[config.mk]
export PLATFORM = sky130hd
export DESIGN_NAME = ext_irq_and_vector_unit
export DESIGN_NICKNAME = d
export VERILOG_FILES = /design/src/hdl/ext_irq_pkg.sv /design/src/hdl/ext_irq_and_vector_unit.sv /design/src/hdl/pin_change_group.sv
export SDC_FILE = /design/constraint.sdc
export NUM_CORES = 1
export LEC_CHECK = 0
export ABC_AREA = 0
export BUFFER_PORTS_ARGS = -buffer_cell sky130_fd_sc_hd__buf_2
export CORE_UTILIZATION = 53
export DETAILED_ROUTE_END_ITERATION = 12
export GPL_ROUTABILITY_DRIVEN = 0
export PLACE_DENSITY = 0.94
export SLEW_MARGIN = 20
export SYNTH_ARGS = -nofsm -noshare
export SYNTH_HDL_FRONTEND = slang
export SYNTH_SLANG_ARGS = --single-unit
[constraint.sdc]
create_clock -name i_sys_clk -period 3 [get_ports i_sys_clk]
set_input_delay 0.6 -clock i_sys_clk [delete_from_list [all_inputs] [get_ports i_sys_clk]]
set_output_delay 0.6 -clock i_sys_clk [all_outputs]
set_load 0.1 [all_outputs]
[src/hdl/ext_irq_pkg.sv]
// Constants for the external interrupt and vector unit
package ext_irq_pkg;

    // ------------------------------------------------------------------
    // Vector addresses
    // ------------------------------------------------------------------
    localparam int VEC_W = 16;
    localparam logic [15:0] VEC_RESET = 16'h0000;
    localparam logic [15:0] VEC_EXT_REQ = 16'h0001;
    localparam logic [15:0] VEC_PC_LOW = 16'h0002;
    localparam logic [15:0] VEC_PC_HIGH = 16'h0003;
    localparam logic [15:0] VEC_WDOG = 16'h0004;
    localparam logic [15:0] VEC_T16_CAPT = 16'h0005;
    localparam logic [15:0] VEC_T16_OVF = 16'h0008;
    localparam logic [15:0] VEC_T8_COMPA = 16'h0009;
    localparam logic [15:0] VEC_T8_OVF = 16'h000B;
    localparam logic [15:0] VEC_ANALOG_COMPARATOR_EVENT = 16'h000C;
    localparam logic [15:0] VEC_LAST = 16'h0010;

    // ------------------------------------------------------------------
    // Sources and fields
    // ------------------------------------------------------------------
    localparam int NUM_SRC = 16;
    localparam int SRC_EXT = 0;
    localparam int SRC_PC_LOW = 1;
    localparam int SRC_PC_HIGH = 2;
    localparam int NUM_PC = 12;
    localparam int PC_LOW_W = 8;
    localparam int PC_HIGH_W = 4;
    localparam int CTRL_ADDR = 8'h35;
    localparam int SENSE_LO_BIT = 0;
    localparam int SENSE_HI_BIT = 1;
    localparam logic [7:0] CTRL_RESET = 8'h00;
    localparam logic [7:0] MASK_RESET = 8'h00;

    typedef enum logic [1:0] {
        SENSE_LOW = 2'b00,
        SENSE_ANY = 2'b01,
        SENSE_FALL = 2'b10,
        SENSE_RISE = 2'b11
    } sense_e;

endpackage : ext_irq_pkg

[src/hdl/ext_irq_and_vector_unit.sv]
// External pin interrupts, flags, priority and vector selection
//
// Summary of operation
// RULE1 - All resets go to vector zero
// RULE2 - External request pin vector at 0x0001
// RULE3 - Pin-change groups at 0x0002 and 0x0003
// RULE4 - Watchdog 0x0004, 16-bit timer 0x0005-0x0008
// RULE5 - 8-bit timer vectors 0x0009 to 0x000B
// RULE6 - Comparator, converter, nonvolatile, serial 0x000C-0x0010
// RULE7 - Branch only to enabled sources
// RULE8 - Pins raise requests even as outputs
// RULE9 - Low group fires on enabled pin toggle
// RULE10 - High group fires on enabled pin toggle
// RULE11 - Mask bits select contributing pins
// RULE12 - Pin changes detected without clock
// RULE13 - Sense field picks fall, rise or low
// RULE14 - Level mode requests while pin low
// RULE15 - Edges seen only with I/O clock
// RULE16 - Low level detected without clock
// RULE17 - I/O clock stopped except in idle
// RULE18 - Lost level still wakes, no interrupt
// RULE19 - Source holds level through start-up
// RULE20 - Sense codes: low, any, fall, rise
// RULE21 - Pulses over one clock are caught
// RULE22 - Flag set on edge, cleared by vector/write
// RULE23 - Needs pin enable and global enable
// RULE24 - Lowest vector address served first
`timescale 1ns/100ps
module ext_irq_and_vector_unit
    import ext_irq_pkg::*;
(
    input wire logic i_sys_clk,
    input wire logic i_rst,
    input wire logic i_io_clk_run,
    input wire logic i_ext_request_pin,
    input wire logic [NUM_PC-1:0] i_pin_change_inputs,
    input wire logic [7:0] i_core_control_reg,
    input wire logic i_ext_req_enable,
    input wire logic i_pc_low_enable,
    input wire logic i_pc_high_enable,
    input wire logic [7:0] i_pin_change_mask_low,
    input wire logic [7:0] i_pin_change_mask_high,
    input wire logic i_global_enable,
    input wire logic [2:0] i_flag_clear,
    input wire logic [12:0] i_other_requests,
    input wire logic i_vector_ack,
    input wire logic i_reset_event,
    input wire logic i_sleeping,
    output logic o_ext_request_flag,
    output logic o_pc_low_flag,
    output logic o_pc_high_flag,
    output logic o_irq_valid,
    output logic [VEC_W-1:0] o_vector,
    output logic [3:0] o_irq_source,
    output logic o_wake_request,
    output logic o_reset_vector_req
);
    // ------------------------------------------------------------------
    // Pin synchronisation
    // ------------------------------------------------------------------
    logic ext_meta_r;
    logic ext_sync_r;
    logic ext_prev_r;
    logic ext_valid_r;
    logic [1:0] sense;
    logic edge_hit;
    logic level_low;
    logic ext_flag_r;
    logic pc_low_flag_r;
    logic pc_high_flag_r;
    logic pc_low_wake;
    logic pc_high_wake;
    logic pc_low_change;
    logic pc_high_change;
    logic [NUM_SRC-1:0] pending;
    logic [NUM_SRC-1:0] enabled;
    logic [NUM_SRC-1:0] active;
    logic [3:0] win_idx;
    logic win_any;
    logic [VEC_W-1:0] vector_r;
    logic [3:0] source_r;
    logic valid_r;
    logic reset_req_r;

    // Edge detection samples the pin before comparing
    always_ff @(posedge i_sys_clk or posedge i_rst) begin
        if (i_rst) begin
            ext_meta_r <= 1'b1;
            ext_sync_r <= 1'b1;
        end else begin
            ext_meta_r <= i_ext_request_pin;
            ext_sync_r <= ext_meta_r;
        end
    end

    // RULE15 previous sample only advances with I/O clock
    always_ff @(posedge i_sys_clk or posedge i_rst) begin
        if (i_rst) begin
            ext_prev_r <= 1'b1;
            ext_valid_r <= 1'b0;
        end else if (i_io_clk_run) begin
            ext_prev_r <= ext_sync_r;
            ext_valid_r <= 1'b1;
        end else begin
            // RULE17 no edges across a stopped clock
            ext_valid_r <= 1'b0;
        end
    end

    // ------------------------------------------------------------------
    // Sense decode
    // ------------------------------------------------------------------
    // RULE20 sense field in bits 1..0
    assign sense = {i_core_control_reg[SENSE_HI_BIT], i_core_control_reg[SENSE_LO_BIT]};

    // RULE13 edge selection by sense field
    always_comb begin
        edge_hit = 1'b0;
        if (i_io_clk_run && ext_valid_r) begin
            case (sense)
                SENSE_ANY: begin
                    edge_hit = ext_sync_r ^ ext_prev_r;
                end
                SENSE_FALL: begin
                    edge_hit = ext_prev_r & ~ext_sync_r;
                end
                SENSE_RISE: begin
                    edge_hit = ~ext_prev_r & ext_sync_r;
                end
                default: begin
                    edge_hit = 1'b0;
                end
            endcase
        end
    end

    // RULE14 level request stands while pin low
    assign level_low = (sense == SENSE_LOW) && !ext_sync_r;

    // ------------------------------------------------------------------
    // Flags
    // ------------------------------------------------------------------
    // RULE22 set wins over clear; level mode keeps it clear
    // RULE21 any pulse held over one sample is seen
    always_ff @(posedge i_sys_clk or posedge i_rst) begin
        if (i_rst) begin
            ext_flag_r <= 1'b0;
        end else if (sense == SENSE_LOW) begin
            ext_flag_r <= 1'b0;
        end else if (edge_hit) begin
            ext_flag_r <= 1'b1;
        end else if (i_flag_clear[SRC_EXT] || (i_vector_ack && valid_r && source_r == 4'(SRC_EXT))) begin
            ext_flag_r <= 1'b0;
        end
    end

    // RULE9 low group detector
    // RULE11 mask selects contributing pins
    pin_change_group #(
        .WIDTH(PC_LOW_W)
    ) u_pc_low (
        .i_sys_clk(i_sys_clk),
        .i_rst(i_rst),
        .i_pins(i_pin_change_inputs[PC_LOW_W-1:0]),
        .i_mask(i_pin_change_mask_low),
        .o_wake(pc_low_wake),
        .o_change(pc_low_change)
    );

    // RULE10 high group detector
    pin_change_group #(
        .WIDTH(PC_HIGH_W)
    ) u_pc_high (
        .i_sys_clk(i_sys_clk),
        .i_rst(i_rst),
        .i_pins(i_pin_change_inputs[NUM_PC-1:PC_LOW_W]),
        .i_mask(i_pin_change_mask_high[PC_HIGH_W-1:0]),
        .o_wake(pc_high_wake),
        .o_change(pc_high_change)
    );

    // RULE8 pin state is read regardless of direction
    always_ff @(posedge i_sys_clk or posedge i_rst) begin
        if (i_rst) begin
            pc_low_flag_r <= 1'b0;
        end else if (pc_low_change) begin
            pc_low_flag_r <= 1'b1;
        end else if (i_flag_clear[SRC_PC_LOW] || (i_vector_ack && valid_r && source_r == 4'(SRC_PC_LOW))) begin
            pc_low_flag_r <= 1'b0;
        end
    end

    always_ff @(posedge i_sys_clk or posedge i_rst) begin
        if (i_rst) begin
            pc_high_flag_r <= 1'b0;
        end else if (pc_high_change) begin
            pc_high_flag_r <= 1'b1;
        end else if (i_flag_clear[SRC_PC_HIGH] || (i_vector_ack && valid_r && source_r == 4'(SRC_PC_HIGH))) begin
            pc_high_flag_r <= 1'b0;
        end
    end

    // ------------------------------------------------------------------
    // Wake-up
    // ------------------------------------------------------------------
    // RULE12 RULE16 asynchronous paths straight from pins
    // RULE18 wake does not create a flag by itself
    assign o_wake_request = i_sleeping && (
        (i_pc_low_enable && pc_low_wake) ||
        (i_pc_high_enable && pc_high_wake) ||
        (i_ext_req_enable && sense == SENSE_LOW && !i_ext_request_pin));

    // ------------------------------------------------------------------
    // Priority and vector
    // ------------------------------------------------------------------
    // RULE18 level seen asleep only wakes; it must persist past wake-up
    assign pending = {i_other_requests, pc_high_flag_r, pc_low_flag_r, ext_flag_r | (level_low && !i_sleeping)};
    // RULE23 pin enables gated by global enable
    assign enabled = {13'h1FFF, i_pc_high_enable, i_pc_low_enable, i_ext_req_enable};
    // RULE7 only enabled sources may win
    assign active = i_global_enable ? (pending & enabled) : '0;

    // RULE24 lowest index wins
    always_comb begin
        win_idx = 4'h0;
        win_any = 1'b0;
        for (int i = NUM_SRC - 1; i >= 0; i--) begin
            if (active[i]) begin
                win_idx = 4'(i);
                win_any = 1'b1;
            end
        end
    end

    // RULE2 RULE3 RULE4 RULE5 RULE6 one word per source from 0x0001
    always_ff @(posedge i_sys_clk or posedge i_rst) begin
        if (i_rst) begin
            valid_r <= 1'b0;
            vector_r <= VEC_RESET;
            source_r <= 4'h0;
        end else if (!valid_r || i_vector_ack) begin
            valid_r <= win_any && !(valid_r && i_vector_ack);
            vector_r <= VEC_EXT_REQ + VEC_W'(win_idx);
            source_r <= win_idx;
        end
    end

    // RULE1 every reset source requests vector zero
    always_ff @(posedge i_sys_clk or posedge i_rst) begin
        if (i_rst) begin
            reset_req_r <= 1'b1;
        end else if (i_reset_event) begin
            reset_req_r <= 1'b1;
        end else if (i_vector_ack && !valid_r) begin
            reset_req_r <= 1'b0;
        end
    end

    assign o_ext_request_flag = ext_flag_r;
    assign o_pc_low_flag = pc_low_flag_r;
    assign o_pc_high_flag = pc_high_flag_r;
    assign o_irq_valid = valid_r;
    assign o_vector = reset_req_r ? VEC_RESET : vector_r;
    assign o_irq_source = source_r;
    assign o_reset_vector_req = reset_req_r;

endmodule : ext_irq_and_vector_unit

[src/hdl/pin_change_group.sv]
// Masked pin-change detector for one group of pins
`timescale 1ns/100ps
module pin_change_group #(
    parameter int WIDTH = 8
) (
    input wire logic i_sys_clk,
    input wire logic i_rst,
    input wire logic [WIDTH-1:0] i_pins,
    input wire logic [WIDTH-1:0] i_mask,
    output logic o_wake,
    output logic o_change
);
    // ------------------------------------------------------------------
    // Synchronisers
    // ------------------------------------------------------------------
    logic [WIDTH-1:0] meta_r;
    logic [WIDTH-1:0] sync_r;
    logic [WIDTH-1:0] prev_r;
    logic [WIDTH-1:0] armed_r;

    always_ff @(posedge i_sys_clk or posedge i_rst) begin
        if (i_rst) begin
            meta_r <= '0;
            sync_r <= '0;
            prev_r <= '0;
        end else begin
            meta_r <= i_pins;
            sync_r <= meta_r;
            prev_r <= sync_r;
        end
    end

    // Detection armed on the first clock after reset, before sync_r has sampled the pins
    always_ff @(posedge i_sys_clk or posedge i_rst) begin
        if (i_rst) begin
            armed_r <= '0;
        end else begin
            armed_r <= '1;
        end
    end

    // Clockless wake: raw pin differs from last sampled level
    assign o_wake = |((i_pins ^ sync_r) & i_mask & armed_r);
    assign o_change = |((sync_r ^ prev_r) & i_mask & armed_r);

endmodule : pin_change_group

# Yosys cells after proc, flatten, opt, wreduce, memory -nomap -nowiden
# Cells that the tools add are included.
# word_totals
in_bits,63
reg_bits,67
elab_cells,125
# classes
n_eq_ne,5
n_bitwise,19
muxes,46
addsub,1
n_reduce_logical,35
# ops
operator,count
two-way mux 4 bit,16
AND 8 bit,4
two-way mux 16 bit,2
two-way mux 1 bit,27
AND 16 bit,1
AND 4 bit,4
OR reduction 8 bit,2
bitwise XOR 8 bit,2
logical AND 1 bit,14
OR reduction 4 bit,2
bitwise XOR 4 bit,2
logical OR 1 bit,6
nonzero test 2 bit,3
"adder 1 x 4 -> 5 bit, first input constant",1
logical NOT 1 bit,5
"equality test 2 bit, second input constant",2
"equality test 4 x 1 -> 1 bit, second input constant",1
"equality test 4 x 2 -> 1 bit, second input constant",1
logical NOT 4 bit,1
one-hot mux 1 bit (3 select lines),1
nonzero test 3 bit,1
AND 1 bit,2
"equality test 2 x 1 -> 1 bit, second input constant",1
logical NOT 2 bit,1
other kinds (3),4

# Longest topological paths before layout
# Gate-level depths: netlist (run 1).
# logic_depth
word_depth,23
depth_mapped,6

# By module
# From an unflattened synthesis (run 1), not the netlist that was laid out.
# unflattened
cells_unflattened,214
area_unflattened_um2,2447.3
# modules_own_cells
mod,instances,area_each_um2,seq_area_each_um2,cells_each
ext_irq_and_vector_unit,1,1144.8,455.4,131
pin_change_group (u_pc_low),1,854.6,625.6,54
pin_change_group (u_pc_high),1,447.9,325.3,29

# Worst setup path after synthesis (run 1)
# Ideal clock, no wire load.
# synth_path
path_kind,in2out
start,input port i_pin_change_inputs[10]
end,output port o_wake_request
setup_slack_ps,-753
arrival_ps,3153
path_buffers,0
t_required_ps,2400
path_stages,5
cell_sequence,xor2_1 > a22oi_1 > nand2_1 > a31oi_1 > a21boi_0
# synth_via
elab_chain_cells,8
# synth_rtl
element,line_no,source
from (decl),ext_irq_and_vector_unit.sv:36,"input wire logic [NUM_PC-1:0] i_pin_change_inputs,"
bitwise XOR 4 bit,pin_change_group.sv:43,assign o_wake = |((i_pins ^ sync_r) & i_mask & armed_r);
AND 4 bit (2 in series),pin_change_group.sv:43,
OR reduction 4 bit,pin_change_group.sv:43,
logical AND 1 bit,ext_irq_and_vector_unit.sv:210,(i_pc_high_enable && pc_high_wake) ||
logical OR 1 bit,ext_irq_and_vector_unit.sv:209,(i_pc_low_enable && pc_low_wake) ||
logical OR 1 bit,ext_irq_and_vector_unit.sv:210,
logical AND 1 bit,ext_irq_and_vector_unit.sv:208,assign o_wake_request = i_sleeping && (
to (decl),ext_irq_and_vector_unit.sv:55,"output logic o_wake_request,"
# No other way between the ends.

# Worst setup path after layout (run 1)
# layout_path
start,register u_pc_low.sync_r[7]
end,output port o_wake_request
# layout_via
elab_chain_cells,8
# layout_rtl
element,line_no,source
from (decl),pin_change_group.sv:17,logic [WIDTH-1:0] sync_r;
from (signal assigned),pin_change_group.sv:28,sync_r <= meta_r;
bitwise XOR 8 bit,pin_change_group.sv:43,
AND 8 bit (2 in series),pin_change_group.sv:43,
OR reduction 8 bit,pin_change_group.sv:43,
logical AND 1 bit,ext_irq_and_vector_unit.sv:209,
logical OR 1 bit,ext_irq_and_vector_unit.sv:209,
logical OR 1 bit,ext_irq_and_vector_unit.sv:210,
logical AND 1 bit,ext_irq_and_vector_unit.sv:208,
# No other way between the ends.

==> impl_metrics.toml, run 1 <==
[worst_setup_path]
critical_path_peak_fanout = 3
cp_slowest_stage_delay_ns = 0.44
path_cells = "xor2_1 -> a22oi_1 -> nand4_1 -> nand3_1 -> a21boi_2 -> buf_2"
timing.critical_path.from_type = "register"
worst_path_max_delay_cell = "sky130_fd_sc_hd__buf_2"
critPathCaptureType = "primary output"
timing.setup.critical_path_class = "register to primary output"
crit_required_ns = 2.40
cp_data_arrival_time_ns = 1.83

[power_and_ir_drop]
power_density_nw_per_um2 = 569.8
leakage_nw = 1.406
vdd_drop_max_mv = 0.3767
report.power.total_w = 0.001661

[synthesis]
share_of_the_synthesized_area_in_the_top_cell_type = 0.5212
synth-edff-count = 0
yosys.area.top_type = "sky130_fd_sc_hd__dfrtp_1"
synth_xor_xnor_area_share = 0.09249
synth-main-ff-cell = "sky130_fd_sc_hd__dfrtp_1"
synth_cell_types = 48
synth_compound_area_frac = 0.1656
syn_avg_cell_area_um2 = 11.83
cells_after_synth = 207
mappedNetlistArea_um2 = 2449
netlist_top_cells_area = "sky130_fd_sc_hd__dfrtp_1, sky130_fd_sc_hd__xor2_1, sky130_fd_sc_hd__dfstp_2"
ys_seq_elements = 55
synth_fa_ha_area_frac = 0.01022
synth_top_family_by_area = "compound AO/OA/AOI/OAI gates"
post_synth_and_or_nand_nor_area_fraction = 0.1150
synth-seq-area-share = 0.5641
synthArstFlopShare = 1.000
yosys_warnings = 0
share_of_synthesized_area_spent_on_multiplexers = 0

[drt]
post_drt_via_cell_ratio = 5.458
vias = 1823
detail_route.wirelength_um = 4823
drc = 0
wl_per_cell_um = 14.44
postRouteAntennaNets = 0
first_pass_iters = 4
first_iter_violations = 131

[finish]
finish.net_count = 346
area_growth_pct = 19.01
diodes = 0
final_instance_count_without_filler_cells = 334
fill_count = 342
layout_cells_sized_above_1 = 0.3298

[floorplan]
std_cell_rows = 24
floorplan.die.height_um = 69.97
die_area_um2 = 4896
die-width_um = 69.97
io-pin-count = 89
placeableCoreArea_um2 = 4384
starting_density_of_the_core = 0.5585

[global_route]
first_global_vias = 1731
grt_max_degree = 56
gr-usage-all-layers = 0.2087
grt_pass1_wl_um = 7983
global_route.overflow_total = 0
antenna_found_initial = 0

[timing]
final.setup_skew_ns = 0.003951
hold_viol = 0
final_count_of_negative_setup_slack_endpoints = 0
max-slew-margin-rel = 0.5615
finalCriticalPeriod_ns = 2.426
max_clock_freq_mhz = 412.3
rsz0062_at_grt = "false"
totalNegativeSetupSlack_ns = 0
finalMaxSlewViolations = 0
max_slew.worst_pin.slew_ns = 0.6578
period_share = 0.8085

[clock_tree]
clk_path_buf_depth = 2
root_buffer = "sky130_fd_sc_hd__clkbuf_8"
postCtsResizedCells = 0
cts_hold_buffers = 0
clk_transition_reported_paths_ns = 0.09
cts_made_buffers = 5
tritoncts = "yes"
cts.repair_timing.setup_buffer_count = 0
worstSkewPairLatency_ns = 0.30
cts.sink_count = 55
cts_htree_levels = 2

[placement]
detailedPlacementHpwl_um = 3794
numPortBuffers = 67
numPlacedInstances = 326

[status]
status = "completed"

[flow_run]
max-cap-violations = 0

[hold_path]
hold_crit_path_type = "register to register"
==> cells in the mapped netlist (3+ instances only) <==
master / instances
sky130_fd_sc_hd__a22oi_1: 13
sky130_fd_sc_hd__inv_1: 9
sky130_fd_sc_hd__nor3_1: 3
sky130_fd_sc_hd__dfrtp_1: 51
sky130_fd_sc_hd__a21oi_1: 5
sky130_fd_sc_hd__nor2_1: 7
sky130_fd_sc_hd__nand2b_1: 6
sky130_fd_sc_hd__o21ai_0: 5
sky130_fd_sc_hd__nor2b_1: 6
sky130_fd_sc_hd__dfstp_2: 4
sky130_fd_sc_hd__nand2_1: 16
sky130_fd_sc_hd__xor2_1: 24
sky130_fd_sc_hd__buf_4: 11
sky130_fd_sc_hd__a32o_1: 3
sky130_fd_sc_hd__nand3_1: 3
==> where the power goes <==
part	leakage, nW	internal, W	total [W]	switching, W
sequential	0.647	0.000795	0.000834	0.0000392
combinational	0.707	0.000107	0.000412	0.000305
clock	0.0516	0.000189	0.000415	0.000226
total	1.41	0.00109	0.00166	0.000570
==> sequential cells by signal, indices dropped and copies added, names as in the netlist, 4 cells and up <==
name              count
vector_r              5
u_pc_high.meta_r      4
u_pc_low.prev_r       8
u_pc_low.meta_r       8
u_pc_high.sync_r      4
u_pc_low.sync_r       8
o_irq_source          4
u_pc_high.prev_r      4
==> per-stage QoR <==
stage | hold slack, ns | utilization | setup slack (ns) | instance area [µm²]
after CTS | 0.3565 | 0.6647 | 0.5497 | 2914
after global routing | 0.3641 | 0.6647 | 0.4329 | 2914
after detailed placement | 0.3347 | 0.6427 | 0.6198 | 2818
final | 0.3549 | 0.6647 | 0.5745 | 2914
after floorplan | 0.3312 | - | 0.4508 | 2490
after global placement | 0.3314 | 0.6427 | 0.6334 | 2818
==> final cells by class <==
type	instances	area [µm²]	area share
clock inverter	2	13.76	0.004723
multi-input combinational	141	987.2	0.3388
tap	52	65.06	0.02233
timing repair buffer	69	350.3	0.1202
inverter	9	33.78	0.01159
sequential	55	1381	0.4740
clock buffer	6	82.58	0.02834
==> critical path, delay by kind of cell (launching register included) <==
kind | cells | cell delay, ns
xor+xnor | 1 | 0.19
buf+inv | 1 | 0.44
simple gates | 2 | 0.22
flops | 1 | 0.42
compound gates | 2 | 0.26
==> metal layers <==
| metal | GRT usage | vias to the layer above | routed length (µm) |
|---|---|---|---|
| li1 | - | 860 | - |
| met1 | 0.2731 | 872 | 2077 |
| met2 | 0.3515 | 76 | 2413 |
| met3 | 0.03608 | 15 | 215 |
| met4 | 0.07333 | 0 | 116 |
| met5 | 0 | - | 0 |
==> logic make-up after synthesis <==
family / count (synthesis)
other cells: 2
fa+ha+maj: 2
flops: 55
simple gates: 52
compound gates: 50
xor+xnor: 25
buf+inv: 21
==> worst paths after layout <==
| check | start | endpoint | slack (ns) | cells past startpoint |
|---|---|---|---|---|
| min in group asynchronous | i_rst | u_pc_low.meta_r[6] | 0.46 | 3 |
| max in group asynchronous | i_rst | u_pc_low.sync_r[1] | 2.10 | 3 |
| hold / removal | u_pc_high.meta_r[3] | u_pc_high.sync_r[3] | 0.35 | 0 |
| setup / recovery | u_pc_low.sync_r[7] | o_wake_request | 0.57 | 6 |
| setup reg to reg | o_pc_high_flag | vector_r[2] | 1.26 | 5 |
| hold reg to reg | u_pc_high.meta_r[3] | u_pc_high.sync_r[3] | 0.35 | 0 |
==> placed cells by master (no fill, tap or decap), types with 3 or more instances in the layout <==
cell / n
sky130_fd_sc_hd__o21ai_0: 5
sky130_fd_sc_hd__nor2_1: 7
sky130_fd_sc_hd__a22oi_1: 13
sky130_fd_sc_hd__xor2_1: 24
sky130_fd_sc_hd__nand2b_1: 6
sky130_fd_sc_hd__a21oi_1: 5
sky130_fd_sc_hd__dfrtp_1: 51
sky130_fd_sc_hd__a32o_1: 3
sky130_fd_sc_hd__inv_1: 8
sky130_fd_sc_hd__buf_2: 67
sky130_fd_sc_hd__conb_1: 12
sky130_fd_sc_hd__clkbuf_8: 6
sky130_fd_sc_hd__nor2b_1: 6
sky130_fd_sc_hd__nor3_1: 3
sky130_fd_sc_hd__dfstp_2: 4
sky130_fd_sc_hd__nand2_1: 16
sky130_fd_sc_hd__nand3_1: 3
(Power assumes the default switching activity.)
==> run 2: changes to the inputs <==
Settings changed: CORE_UTILIZATION 53 to 44, PLACE_DENSITY 0.94 to 0.84.
Clock period 3 ns to 2.2 ns, I/O delays scaled along.
==> run 2 against run 1 <==
  * Register-to-register slack got worse by 0.83 ns
  * Via count fell by 0.71%
  * Sequential power rose by 37%
  * Clock-buffer cell count did not move
  * Design area rose by 3.3%
==> impl_metrics.toml, run 2 (synthesis gave the netlist of run 1 again) <==
[floorplan]
floorplan.die.height_um = 76.60
io-pin-count = 89
placeableCoreArea_um2 = 5238
die-width_um = 76.60
std_cell_rows = 26
starting_density_of_the_core = 0.4675
die_area_um2 = 5868

[power_and_ir_drop]
report.power.total_w = 0.002411
leakage_nw = 1.441
vdd_drop_max_mv = 0.5366
power_density_nw_per_um2 = 800.5

[drt]
drc = 0
first_iter_violations = 101
detail_route.wirelength_um = 4812
vias = 1810
first_pass_iters = 4
wl_per_cell_um = 13.52
postRouteAntennaNets = 0
post_drt_via_cell_ratio = 5.084

[hold_path]
hold_path_startpoint = "i_ext_request_pin"
worst_hold_end = "ext_meta_r"
hold_crit_path_type = "primary input to register"
hold_path_depth = 1

[clock_tree]
cts_htree_levels = 2
cts_made_buffers = 5
worstSkewPairLatency_ns = 0.31
clk_transition_reported_paths_ns = 0.09
root_buffer = "sky130_fd_sc_hd__clkbuf_8"
clk_path_buf_depth = 2
cts_hold_buffers = 0
cts.sink_count = 55
tritoncts = "yes"

[worst_setup_path]
ff2ff_path_depth = 5
cp_data_arrival_time_ns = 1.69
timing.critical_path.from_type = "register"
worst_r2r_endpoint = "vector_r[2]"
critPathCaptureType = "primary output"
crit-reg2reg-launch = "o_pc_high_flag"
crit_required_ns = 1.76
timing.setup.critical_path_class = "register to primary output"
regToRegSetupSlack_ns = 0.43
critical_path_peak_fanout = 3

[global_route]
first_global_vias = 1782
gr-usage-all-layers = 0.1758
global_route.overflow_total = 0
grt_max_degree = 56
antenna_found_initial = 0
grt_pass1_wl_um = 8038

[timing]
max-slew-margin-rel = 0.5609
max_slew.worst_pin.slew_ns = 0.6586
max_clock_freq_mhz = 470.2
period_share = 0.9668
finalCriticalPeriod_ns = 2.127
final_count_of_negative_setup_slack_endpoints = 0
finalMaxSlewViolations = 0
hold_viol = 0
final.setup_skew_ns = 0.002634

[finish]
diodes = 0
multi_input_gate_area_in_the_final_layout_um2 = 992.2
layout_commonest_cell = "sky130_fd_sc_hd__buf_2"
final_instance_count_without_filler_cells = 356
register_area_um2 = 1381
layout_cells_sized_above_1 = 0.3427
fill_count = 443
final_cell_mix = "sky130_fd_sc_hd__buf_2, sky130_fd_sc_hd__dfrtp_1, sky130_fd_sc_hd__xor2_1"
area_growth_pct = 22.99
finish.net_count = 350
reg.largest.list = "u_pc_low.meta_r (8), u_pc_low.prev_r (8), u_pc_low.sync_r (8)"

[placement]
numPortBuffers = 67
detailedPlacementHpwl_um = 3761
numPlacedInstances = 344

[status]
status = "completed"

[flow_run]
max-cap-violations = 0
## run 2: changes by cell type in the layout (fill, tap and decap cells not counted)
cell / before / now
sky130_fd_sc_hd__buf_12: 0 / 1
sky130_fd_sc_hd__buf_2: 67 / 66
sky130_fd_sc_hd__buf_4: 2 / 6
sky130_fd_sc_hd__bufinv_16: 0 / 1
sky130_fd_sc_hd__clkinv_2: 1 / 0
sky130_fd_sc_hd__nand3_1: 3 / 2
sky130_fd_sc_hd__nand3_2: 0 / 1
## run 2: what timing repair did
item                                    CTS  global route
endpoints found under the hold margin     0             0
buffers inserted                          0             4
gates resized for setup                   0             1
endpoints found under the setup margin    0             1
## run 2: worst max path at each step
stage                         start        endpoint  slack [ns]
2_1_floorplan    o_reset_vector_req     o_vector[0]       -0.19
6_report         u_pc_low.sync_r[4]  o_wake_request        0.07
4_1_cts         u_pc_high.sync_r[2]  o_wake_request        0.05
5_1_grt          u_pc_low.sync_r[3]  o_wake_request      -0.004
3_3_place_gp   i_other_requests[11]     vector_r[1]        0.28
3_5_place_dp   i_other_requests[11]     vector_r[1]        0.25
## run 2: critical path, cell delays in order, from the launching register on
cell                       delay, ns
sky130_fd_sc_hd__dfrtp_1        0.43
sky130_fd_sc_hd__xor2_1         0.16
sky130_fd_sc_hd__a22oi_1        0.10
sky130_fd_sc_hd__nand4_1        0.14
sky130_fd_sc_hd__nand3_2        0.09
sky130_fd_sc_hd__a21boi_2       0.24
sky130_fd_sc_hd__buf_12         0.21
## run 2: through the flow
step | setup slack (ns) | hold slack [ns] | util | area [µm²] | TNS, ns
final | 0.07312 | 0.2366 | 0.5750 | 3012 | 0
after CTS | 0.05037 | 0.2281 | 0.5683 | 2977 | 0
after global routing | -0.003710 | 0.2254 | 0.5750 | 3012 | -0.003710
after floorplan | -0.1892 | 0.3312 | - | 2490 | -0.9460
after global placement | 0.2769 | 0.3312 | 0.5452 | 2855 | 0
after detailed placement | 0.2472 | 0.3347 | 0.5452 | 2855 | 0
## run 2: final cells by class
cell class | instances | area share
Tap cell | 70 | 0.02908
Inverter | 9 | 0.01122
Multi-Input combinational cell | 141 | 0.3295
Timing Repair Buffer | 73 | 0.1313
Clock buffer | 6 | 0.02742
Sequential cell | 55 | 0.4587
Clock inverter | 2 | 0.01288
## run 2: power breakdown
part	leakage, nW	internal, W	switching [W]	total, W
registers	0.647	0.00108	0.0000528	0.00114
logic	0.732	0.000155	0.000416	0.000571
clock network	0.0618	0.000374	0.000329	0.000703
total	1.44	0.00161	0.000798	0.00241
## run 2: routing by layer
metal / global-route usage / vias up / wire length [µm]
met5: 0 / - / 0
met4: 0.05577 / 0 / 82
met3: 0.05389 / 7 / 243
met2: 0.2928 / 59 / 2361
met1: 0.2179 / 872 / 2125
li1: - / 872 / -
